--- src/clb_pkg.sv ---
// Shared constants of the chip link bring-up and flow-control block.
package clb_pkg;
  localparam int NUM_LANES  = 12;
  localparam int LANE_W     = 64;
  localparam int NUM_CH     = 16;
  localparam int DATA_W     = 32;
  localparam int CHAN_W     = 8;
  localparam int FIFO_DEPTH = 16;
  // Lane word layout; bit 63 is the first bit on the wire.
  localparam int HDR_HI   = 63;
  localparam int HDR_LO   = 62;
  localparam int CTYPE_HI = 61;
  localparam int CTYPE_LO = 56;
  localparam int FC_LO    = 0;
  localparam int SOP_BIT  = 61;
  localparam int EOP_BIT  = 60;
  localparam int CHAN_HI  = 55;
  localparam int CHAN_LO  = 48;
  localparam int PAY_HI   = 31;
  localparam int PAY_LO   = 0;
  localparam logic [1:0] HDR_CTRL    = 2'h2;
  localparam logic [1:0] HDR_DATA    = 2'h1;
  localparam logic [5:0] CTYPE_IDLE  = 6'h1e;
  localparam logic [2:0] ALIGN_COUNT = 3'h4;
endpackage

--- src/clb_fifo.sv ---
// Transmit packet buffer with a registered read stage.
module clb_fifo #(
  parameter int W     = 42,
  parameter int DEPTH = 16
) (
  input  wire logic         clk,
  input  wire logic         rst_n,
  input  wire logic         inValid,
  output logic              inReady,
  input  wire logic [W-1:0] inData,
  output logic              outValid,
  input  wire logic         outReady,
  output logic [W-1:0]      outData
);
  localparam int PW = $clog2(DEPTH);
  localparam int CW = $clog2(DEPTH + 1);

  typedef struct packed {
    logic [DEPTH-1:0][W-1:0] mem;
    logic [PW-1:0]           wrPtr;
    logic [PW-1:0]           rdPtr;
    logic [CW-1:0]           count;
    logic                    outValid;
    logic [W-1:0]            outData;
  } clb_fifo_s;

  clb_fifo_s s;
  clb_fifo_s next_s;

  // The output stage counts apart from the memory, so DEPTH words fit plus one held.
  assign inReady  = (s.count != CW'(DEPTH));
  assign outValid = s.outValid;
  assign outData  = s.outData;

  always_comb begin
    next_s = s;
    if (!s.outValid || outReady) begin
      if (s.count != '0) begin
        next_s.outValid = 1'b1;
        next_s.outData  = s.mem[s.rdPtr];
        next_s.rdPtr    = PW'(s.rdPtr + 1'b1);
        next_s.count    = CW'(next_s.count - 1'b1);
      end else begin
        next_s.outValid = 1'b0;
      end
    end
    if (inValid && inReady) begin
      next_s.mem[s.wrPtr] = inData;
      next_s.wrPtr        = PW'(s.wrPtr + 1'b1);
      next_s.count        = CW'(next_s.count + 1'b1);
    end
  end

  always_ff @(posedge clk or negedge rst_n) begin
    if (!rst_n) begin
      s <= '0;
    end else begin
      s <= next_s;
    end
  end
endmodule

--- src/clb_link.sv ---
// Multi-lane link core: bring-up, lane alignment, flow control and packet path.
// Notes on behaviour
// - After reset every idle transmit lane sends control idle words continuously.
// - Received control idle words drive each lane's synchronisation and the alignment.
// - An alignment output rises once every receive lane is locked.
// - Remote XON status is reported per channel on a flow-control output.
// - Flow-control status is pulled from incoming idle words without user help.
// - Transmit is one pipeline into one buffer, with no channel scheduling.
// - Packets enter on the transmit packet bus and leave on the receive one.
// - The core alone handles link words, synchronisation and header checking.
// - In each received lane word bit 63 is earliest and bit 0 latest.
// - Each receive lane is sampled on the timing of its own recovered clock.
// - In each transmitted lane word bit 63 goes first and bit 0 last.

module clb_link #(
  parameter int NL  = clb_pkg::NUM_LANES,
  parameter int NCH = clb_pkg::NUM_CH,
  parameter int FD  = clb_pkg::FIFO_DEPTH
) (
  input  wire logic                          clk,
  input  wire logic                          rst_n,
  input  wire logic [NL-1:0]                 rxLaneClk,
  input  wire logic [NL-1:0][63:0]           rxLaneData,
  output logic      [NL-1:0][63:0]           txLaneData,
  input  wire logic                          txValid,
  output logic                               txReady,
  input  wire logic [clb_pkg::DATA_W-1:0]    txData,
  input  wire logic                          txSop,
  input  wire logic                          txEop,
  input  wire logic [clb_pkg::CHAN_W-1:0]    txChan,
  input  wire logic [NCH-1:0]                xonLocal,
  output logic      [NCH-1:0]                remoteXon,
  output logic                               rxAligned,
  output logic      [NL-1:0]                 laneLocked,
  output logic                               rxValid,
  output logic      [clb_pkg::DATA_W-1:0]    rxData,
  output logic                               rxSop,
  output logic                               rxEop,
  output logic      [clb_pkg::CHAN_W-1:0]    rxChan
);
  localparam int FW  = clb_pkg::DATA_W + clb_pkg::CHAN_W + 2;
  // The lane pointer is sized from the lane count, so NL must be two or more.
  localparam int LPW = $clog2(NL);

  // Lane words cross by sampling a word that stands still for half a lane clock, which
  // costs two wide registers per lane but needs no per-lane buffer.
  typedef struct packed {
    logic [NL-1:0]                 clkSync1;
    logic [NL-1:0]                 clkSync2;
    logic [NL-1:0]                 clkPrev;
    logic [NL-1:0][63:0]           dataSync1;
    logic [NL-1:0][63:0]           dataSync2;
    logic [NL-1:0][2:0]            lockCnt;
    logic [NL-1:0]                 locked;
    logic [NL-1:0]                 pend;
    logic [NL-1:0][63:0]           pendWord;
    logic [NL-1:0][63:0]           txLane;
    logic [LPW-1:0]                lanePtr;
    logic [NCH-1:0]                remoteXon;
    logic                          aligned;
    logic                          rxValid;
    logic [clb_pkg::DATA_W-1:0]    rxData;
    logic                          rxSop;
    logic                          rxEop;
    logic [clb_pkg::CHAN_W-1:0]    rxChan;
  } clb_link_s;

  clb_link_s          s;
  clb_link_s          next_s;
  logic               fifoOutValid;
  logic               fifoOutReady;
  logic [FW-1:0]      fifoOutData;

  // Header decoding stays in one place for every lane.
  function automatic logic isCtrl(input logic [63:0] w);
    return w[clb_pkg::HDR_HI:clb_pkg::HDR_LO] == clb_pkg::HDR_CTRL;
  endfunction

  function automatic logic isData(input logic [63:0] w);
    return w[clb_pkg::HDR_HI:clb_pkg::HDR_LO] == clb_pkg::HDR_DATA;
  endfunction

  // The single transmit buffer; back-pressure reaches the user as txReady.
  clb_fifo #(
    .W     (FW),
    .DEPTH (FD)
  ) u_fifo (
    .clk      (clk),
    .rst_n    (rst_n),
    .inValid  (txValid),
    .inReady  (txReady),
    .inData   ({txSop, txEop, txChan, txData}),
    .outValid (fifoOutValid),
    .outReady (fifoOutReady),
    .outData  (fifoOutData)
  );

  // Payload is held in the buffer until the link has aligned.
  assign fifoOutReady = s.aligned;

  assign txLaneData = s.txLane;
  assign remoteXon  = s.remoteXon;
  assign rxAligned  = s.aligned;
  assign laneLocked = s.locked;
  assign rxValid    = s.rxValid;
  assign rxData     = s.rxData;
  assign rxSop      = s.rxSop;
  assign rxEop      = s.rxEop;
  assign rxChan     = s.rxChan;

  always_comb begin
    logic [63:0] idleWord;
    logic [63:0] dataWord;
    logic [63:0] w;
    logic        found;
    idleWord = '0;
    dataWord = '0;
    w        = '0;
    found    = 1'b0;
    next_s   = s;

    // Lane clocks and data pass two flip-flops before anything reads them.
    next_s.clkSync1  = rxLaneClk;
    next_s.clkSync2  = s.clkSync1;
    next_s.clkPrev   = s.clkSync2;
    next_s.dataSync1 = rxLaneData;
    next_s.dataSync2 = s.dataSync1;

    // Header goes in the top bits so it leaves the lane first.
    idleWord[clb_pkg::HDR_HI:clb_pkg::HDR_LO]     = clb_pkg::HDR_CTRL;
    idleWord[clb_pkg::CTYPE_HI:clb_pkg::CTYPE_LO] = clb_pkg::CTYPE_IDLE;
    idleWord[clb_pkg::FC_LO +: NCH]               = xonLocal;
    dataWord[clb_pkg::HDR_HI:clb_pkg::HDR_LO]     = clb_pkg::HDR_DATA;
    dataWord[clb_pkg::SOP_BIT]                    = fifoOutData[FW-1];
    dataWord[clb_pkg::EOP_BIT]                    = fifoOutData[FW-2];
    dataWord[clb_pkg::CHAN_HI:clb_pkg::CHAN_LO]   = fifoOutData[FW-3 -: clb_pkg::CHAN_W];
    dataWord[clb_pkg::PAY_HI:clb_pkg::PAY_LO]     = fifoOutData[clb_pkg::DATA_W-1:0];

    // Every lane falls back to idle, so the far end keeps its lock between data words.
    for (int i = 0; i < NL; i++) begin
      next_s.txLane[i] = idleWord;
    end

    // Words go to the lanes in turn; the receive side takes pending words lowest lane first, not in turn.
    if (s.aligned && fifoOutValid) begin
      next_s.txLane[s.lanePtr] = dataWord;
      if (s.lanePtr == LPW'(NL - 1)) begin
        next_s.lanePtr = '0;
      end else begin
        next_s.lanePtr = LPW'(s.lanePtr + 1'b1);
      end
    end

    // One received word per cycle leaves, lowest lane first.
    next_s.rxValid = 1'b0;
    for (int i = 0; i < NL; i++) begin
      if (s.pend[i] && !found) begin
        found          = 1'b1;
        next_s.pend[i] = 1'b0;
        next_s.rxValid = 1'b1;
        next_s.rxData  = s.pendWord[i][clb_pkg::PAY_HI:clb_pkg::PAY_LO];
        next_s.rxSop   = s.pendWord[i][clb_pkg::SOP_BIT];
        next_s.rxEop   = s.pendWord[i][clb_pkg::EOP_BIT];
        next_s.rxChan  = s.pendWord[i][clb_pkg::CHAN_HI:clb_pkg::CHAN_LO];
      end
    end

    // Words are taken on the falling edge of each lane clock, half a period after the
    // rising edge, when the lane data has long settled. The lane clock must be at least
    // four core cycles long for this to hold.
    for (int i = 0; i < NL; i++) begin
      if (s.clkPrev[i] && !s.clkSync2[i]) begin
        w = s.dataSync2[i];

        if (isCtrl(w)) begin
          if (s.lockCnt[i] != clb_pkg::ALIGN_COUNT) begin
            next_s.lockCnt[i] = 3'(s.lockCnt[i] + 1'b1);
          end else begin
            next_s.locked[i] = 1'b1;
          end

          if (i == 0 && s.aligned &&
              w[clb_pkg::CTYPE_HI:clb_pkg::CTYPE_LO] == clb_pkg::CTYPE_IDLE) begin
            next_s.remoteXon = w[clb_pkg::FC_LO +: NCH];
          end
        end else if (isData(w)) begin
          // A word still waiting on this lane is lost, so lanes must not outrun the port.
          if (s.locked[i]) begin
            // A new word wins over the clear made above in the same cycle.
            next_s.pend[i]     = 1'b1;
            next_s.pendWord[i] = w;
          end
        end else begin
          // A bad header drops the lock of this lane only.
          next_s.lockCnt[i] = '0;
          next_s.locked[i]  = 1'b0;
        end
      end
    end

    // Alignment follows this cycle's locks, so a lost lane stops data at once.
    next_s.aligned = &next_s.locked;
    // Stale remote XON would report the far end ready on a link that is down.
    if (!next_s.aligned) begin
      next_s.remoteXon = '0;
    end
  end

  // The whole state resets as one struct, so no field can be missed.
  always_ff @(posedge clk or negedge rst_n) begin
    if (!rst_n) begin
      s <= '0;
    end else begin
      s <= next_s;
    end
  end
endmodule

--- config.mk ---
export PLATFORM = sky130hd
export DESIGN_NAME = clb_link
export DESIGN_NICKNAME = d
export VERILOG_FILES = /design/src/clb_pkg.sv /design/src/clb_fifo.sv /design/src/clb_link.sv
export SDC_FILE = /design/constraint.sdc
export NUM_CORES = 2
export LEC_CHECK = 0
export BUFFER_PORTS_ARGS = -buffer_cell sky130_fd_sc_hd__buf_2
export CORE_AREA = 4 4 653 655
export DETAILED_ROUTE_END_ITERATION = 8
export DIE_AREA = 0 0 657 659
export PLACE_DENSITY_LB_ADDON = 0.3
export SLEW_MARGIN = 15
export SYNTH_ARGS = -nofsm -noshare
export SYNTH_HDL_FRONTEND = slang
export SYNTH_SLANG_ARGS = --single-unit
--- constraint.sdc ---
create_clock -name clk -period 2.6 [get_ports clk]
set_input_delay 0.13 -clock clk [delete_from_list [all_inputs] [get_ports clk]]
set_output_delay 0.13 -clock clk [all_outputs]
set_load 0.1 [all_outputs]
### Word level (Yosys, flattened, before mapping)

Index checks and enable logic that the tools add are counted.

* register bits after elaboration: 3936
* memory bits (writable): 0
* word-level logic and storage cells: 461
* ROM bits: 0
* latch bits: 0
* memories: 0

* shifts and indexed selects: 0
* bitwise logic cells: 12
* reductions and logical operators: 82
* $add $sub $neg: 17
* multiplexer cells: 185
* equality and inequality tests: 66
* $lt $le $gt $ge: 5
* div/mod/pow operators: 0
* multiply operators: 0

Operators by type and width (count)
* 772-bit two-way mux: 1
* 768-bit bitwise mux: 1
* 672-bit bitwise mux: 1
* 43-bit two-way mux: 12
* 64-bit demux with 4-bit select: 1
* 42-bit binary-select mux with 4-bit select: 1
* 42-bit demux with 4-bit select: 1
* 42-bit two-way mux: 3
* 1-bit two-way mux: 119
* 3-bit two-way mux: 36
* 16-bit two-way mux: 4
* 64-bit two-way mux: 1
* 48-bit two-way mux: 1
* 4-bit AND reduction: 12
* 3-bit AND reduction: 13
* 3-bit by 1-bit adder with 3-bit output, second input constant: 12
* 3-bit inequality test, second input constant: 12
* 2-bit by 1-bit inequality test with 1-bit output, second input constant: 15
* 1-bit logical AND: 28
* 2-bit by 1-bit == test with 1-bit output, second input constant: 12
* 2-bit == test, second input constant: 12
* 1-bit logical NOT: 24
* 2-bit inequality test, second input constant: 12
* 4-bit by 5-bit less-than comparator with 1-bit output, second input constant: 3
* other kinds (15): 30

### Depth between registers and ports, before layout

* word-level depth: 38
* gate-level depth with buffers: 9

### Hierarchy

From an unflattened synthesis, not the netlist that was laid out.

* cell total of the unflattened synthesis: 8101
* area total of the unflattened synthesis: 114514.8 µm²

By module, submodules not included
* clb_link: area an instance 81381.8 µm², instances 1, cells an instance 6062
* clb_fifo: area an instance 33133.0 µm², instances 1, cells an instance 2039

### Worst setup path before layout

No wires, ideal clock.

* path type: register -> register
* start: register u_fifo.s[43] in the netlist's numbering
* end: register u_fifo.s[697] in the netlist's numbering
* data arrival time: 3.279 ns
* library setup time: 0.125 ns
* cell stages (with the launch flop): 10
* slack: -0.804 ns
* path through: dfrtp_1 -> inv_1 -> ha_1 -> nand4bb_1 -> and2_1 -> clkbuf_1 -> buf_1 -> nand4_1 -> buf_2 -> mux2_2

* longest elaborated chain between the ends: 2

RTL lines
* start: declaration: RTL line clb_fifo.sv:27 `clb_fifo_s s;`
* start signal: assignment: RTL line clb_fifo.sv:58 `s <= next_s;`
* 5-bit inequality test: RTL line clb_fifo.sv:31 `assign inReady = (s.count != CW'(DEPTH));`
* named net txReady: RTL line clb_link.sv:26 `output logic txReady,`
* 1-bit logical AND: RTL line clb_fifo.sv:47 `if (inValid && inReady) begin`

The timed path passes the listed nets, and every way through them passes these cells.
A chain may end at the register's enable or synchronous reset.

### Worst setup path in the final report

* start: register s[1602] in the netlist's numbering
* end: register s, in the netlist rxData[30]

* longest elaborated chain between the ends: 29
* elaborated cells between the ends (all ways): 39
* classes of those cells: 19 x mux; 20 x reduce/logical

RTL lines
* start: declaration: RTL line clb_link.sv:68 `clb_link_s s;`
* start signal: assignment: RTL line clb_link.sv:214 `s <= next_s;`
* 1-bit logical AND (*): RTL line clb_link.sv:157 `if (s.pend[i] && !found) begin`
* 1-bit two-way mux: RTL line clb_link.sv:157
* 1-bit logical NOT: RTL line clb_link.sv:157
* 1-bit logical AND: RTL line clb_link.sv:157
* 1-bit two-way mux: RTL line clb_link.sv:157
* 1-bit logical NOT: RTL line clb_link.sv:157
* 1-bit logical AND: RTL line clb_link.sv:157
* 1-bit two-way mux: RTL line clb_link.sv:157
* [13 not listed]
* 1-bit logical AND: RTL line clb_link.sv:157
* 1-bit two-way mux: RTL line clb_link.sv:157
* 1-bit logical NOT: RTL line clb_link.sv:157
* 1-bit logical AND: RTL line clb_link.sv:157
* 1-bit two-way mux: RTL line clb_link.sv:157
* 1-bit logical NOT: RTL line clb_link.sv:157
* 1-bit logical AND: RTL line clb_link.sv:157
* 12-bit nonzero test (no line) or 43-bit two-way mux (tied branches)

Every way passes the cells marked *; elsewhere a longest branch is shown, timed or not.

==> metrics.csv <==
metric;value;unit
initial_core_util;27.0;%
total_power_of_the_final_layout;126;mW
final_number_of_max_transition_violations;0;
ys.flop_type;sky130_fd_sc_hd__dfrtp_1;
final_cells;15808;
drc;0;
dp_cells;13991;
achievable-frequency;397;MHz
vias_in_the_first_global_route;77456;
wire_per_inst;25.3;µm
clk_pin_slew_worst_paths;0.06;ns
floorplan.rows;238;
synth_seq_area_share;65.9;%
synth_warnings;0;
vias_per_cell;4.58;
layout-drive-gt1-share;34.7;%
vdd.ir_drop.worst;0.00105;V
yosys_register_bits;2984;
worst_setup_path_end_kind;flip-flop;
worst_pin_slew;1.18;ns
synth_edf_count;0;
vias;72398;
synth.lib_cells_used.distinct;69;
drtAntennaViolNets;0;
setup_repair_after_global_routing_missed_its_margin;false;
num-fill-cells;40199;
worst_clock_skew;0.124;ns
grt_use_total;17.8;%
status;complete, no violations;
postSynth.asyncResetShare;100;%
slew_headroom;21.6;%
layout-area-overhead-vs-synth;29.0;%
core_area;0.420;mm²
die_width;657;µm
numCtsBuffers;329;
critical_path_required;3.36;ns
critical_path.cell_chain;or4_4 -> buf_4 -> a2bb2oi_1 -> o211ai_1 -> a222oi_1 -> a22oi_1;
critPathLaunchType;flip-flop;
cts_buffer_depth;4;
cts.sink_count;2984;
critical-path-slowest-cell;sky130_fd_sc_hd__a222oi_1;
leakage;69.9;nW
cp_data_arrival_time;3.28;ns
numPortBuffers;1241;
drt_iter0_markers;5710;
register_area;0.0747;mm²
mappedNetlistArea;0.113;mm²
timing.critical_path.fanout_max;24;
cts-root-buf;sky130_fd_sc_hd__clkbuf_16;
critical-path-max-stage-delay;0.62;ns
power_density;859;mW/mm²
insertion_delay;0.96;ns
firstDrtPassIters;7;
die-height;659;µm
cts_max_level;5;
globalRouteOverflowTotal;0;
final_cell_mix;2,974 x sky130_fd_sc_hd__dfrtp_1, 1,240 x sky130_fd_sc_hd__buf_2, 1,149 x sky130_fd_sc_hd__dlygate4sd3_1;
timing.final.hold_violations;0;
period_needed;2.52;ns
grt_start_max_net_pins;145;
maxCapViolCount;0;
final_min_period_over_clock_period;96.9;%
layout.nets;10831;
hold-worst-slack;0.240;ns
most_common_cell_after_layout_fill_and_taps_aside;sky130_fd_sc_hd__dfrtp_1;
post_synthesis_area_per_instance;14.2;µm²
hold_path_class;flip-flop to flip-flop;
grt_first_pass_wirelength;564000;µm
multi_input_area;0.0310;mm²
gpl.final_weighted_congestion;0.848;
setup_violations;0;
clock_tree_from_tritoncts;built;
postSynthCellCount;7998;
drt_wl_total;399000;µm
pin_count;1682;
grt_antenna_before_repair;126;
path_class;flip-flop to flip-flop;
hpwlAfterDp;271000;µm
fp.dieArea;0.433;mm²
## repair_timing
action                      CTS  global route
buffers inserted              0             2
gates cloned                  0             1
hold endpoints to repair   3614             0
gates resized for setup       1             9
pin swaps                     0             2
setup endpoints to repair     8           429
hold buffers               1150             0
## sequential cells by signal (all words and copies together), names as in the netlist, 12 cells and up
name            flops
s                1100
laneLocked         12
remoteXon          16
u_fifo.outData     42
txLaneData        528
u_fifo.s          685
next_s            556
rxData             32
## power breakdown
group	internal [mW]	switching (mW)	leakage [nW]
clock network	28.4	19.8	5.53
logic	9.64	11.1	27.0
registers	53.2	3.46	37.4
total	91.3	34.3	69.9
## critical path: cells and delay by family (launching register included)
kind | cells | cell delay, ns
simple gates | 1 | 0.27
compound gates | 4 | 1.27
buf+inv | 1 | 0.38
flops | 1 | 0.42
## final cells by class
type | count | area share (%)
timing repair buffer | 2745 | 14.8
sequential | 2984 | 51.1
clock buffer | 455 | 6.47
inverter | 106 | 0.276
multi-input combinational | 3789 | 21.2
clock inverter | 130 | 1.24
tap | 5520 | 4.73
antenna | 79 | 0.135
## final timing paths
check                                                     end  slack, ns  depth (start not counted)                    from
worst min-delay path                        s[1734]$_DFF_PN0_       0.24                          0  next_s[1734]$_DFF_PN0_
worst max register to register         rxData[30]$_DFFE_PN0P_       0.08                          6       s[1602]$_DFF_PN0_
worst min register to register              s[1734]$_DFF_PN0_       0.24                          0  next_s[1734]$_DFF_PN0_
min in group asynchronous           txLaneData[465]$_DFF_PN0_       0.56                          4                   rst_n
max in group asynchronous       u_fifo.outData[3]$_DFFE_PN0P_       1.02                          4                   rst_n
worst max-delay path                   rxData[30]$_DFFE_PN0P_       0.08                          6       s[1602]$_DFF_PN0_
## Yosys cell counts (73+ instances only)
| cell type | count | share of area (%) |
|---|---|---|
| sky130_fd_sc_hd__buf_1 | 78 | 0.26 |
| sky130_fd_sc_hd__mux4_2 | 168 | 3.3 |
| sky130_fd_sc_hd__o22ai_1 | 109 | 0.60 |
| sky130_fd_sc_hd__mux2i_1 | 143 | 1.3 |
| sky130_fd_sc_hd__buf_4 | 838 | 5.6 |
| sky130_fd_sc_hd__a221oi_1 | 73 | 0.56 |
| sky130_fd_sc_hd__dfrtp_1 | 2984 | 66 |
| sky130_fd_sc_hd__inv_1 | 91 | 0.30 |
| sky130_fd_sc_hd__clkbuf_1 | 372 | 1.2 |
| sky130_fd_sc_hd__nand2_1 | 856 | 2.8 |
| sky130_fd_sc_hd__o21ai_0 | 155 | 0.68 |
| sky130_fd_sc_hd__and3_1 | 287 | 1.6 |
| sky130_fd_sc_hd__mux2_2 | 1136 | 11 |
## layer usage
| layer | GRT usage [%] | wire length [µm] | share of wire [%] | vias up |
|---|---|---|---|---|
| met5 | 0 | 241 | 0.060 | - |
| met4 | 7.48 | 17600 | 4.4 | 38 |
| met3 | 4.03 | 29100 | 7.3 | 867 |
| met2 | 28.3 | 186000 | 47 | 2941 |
| met1 | 23.5 | 166000 | 42 | 38226 |
| li1 | - | - | - | 30326 |
## kinds of logic after synthesis
family,share of synthesized area (%)
and+or+nand+nor,6.06
AOI/OAI and AO/OA,4.02
other,0.00331
adders and majority gates,0.387
DFF,65.9
xor gates and xnor gates,0.101
muxes,15.9
buffers and inverters,7.57
## per-stage QoR
step / worst slack (ns) / cell area (µm²) / utilization (%) / setup TNS [ns]
after detailed placement: -0.206 / 123000 / 29.3 / -0.789
after global routing: 0.0212 / 146000 / 34.8 / 0
final: 0.0808 / 146000 / 34.8 / 0
after floorplan: -0.0253 / 114000 / - / -0.901
after CTS: 0.000453 / 146000 / 34.7 / 0
after global placement: -0.107 / 123000 / 29.3 / -0.123
Note: power is estimated with default switching activity, not from simulation.
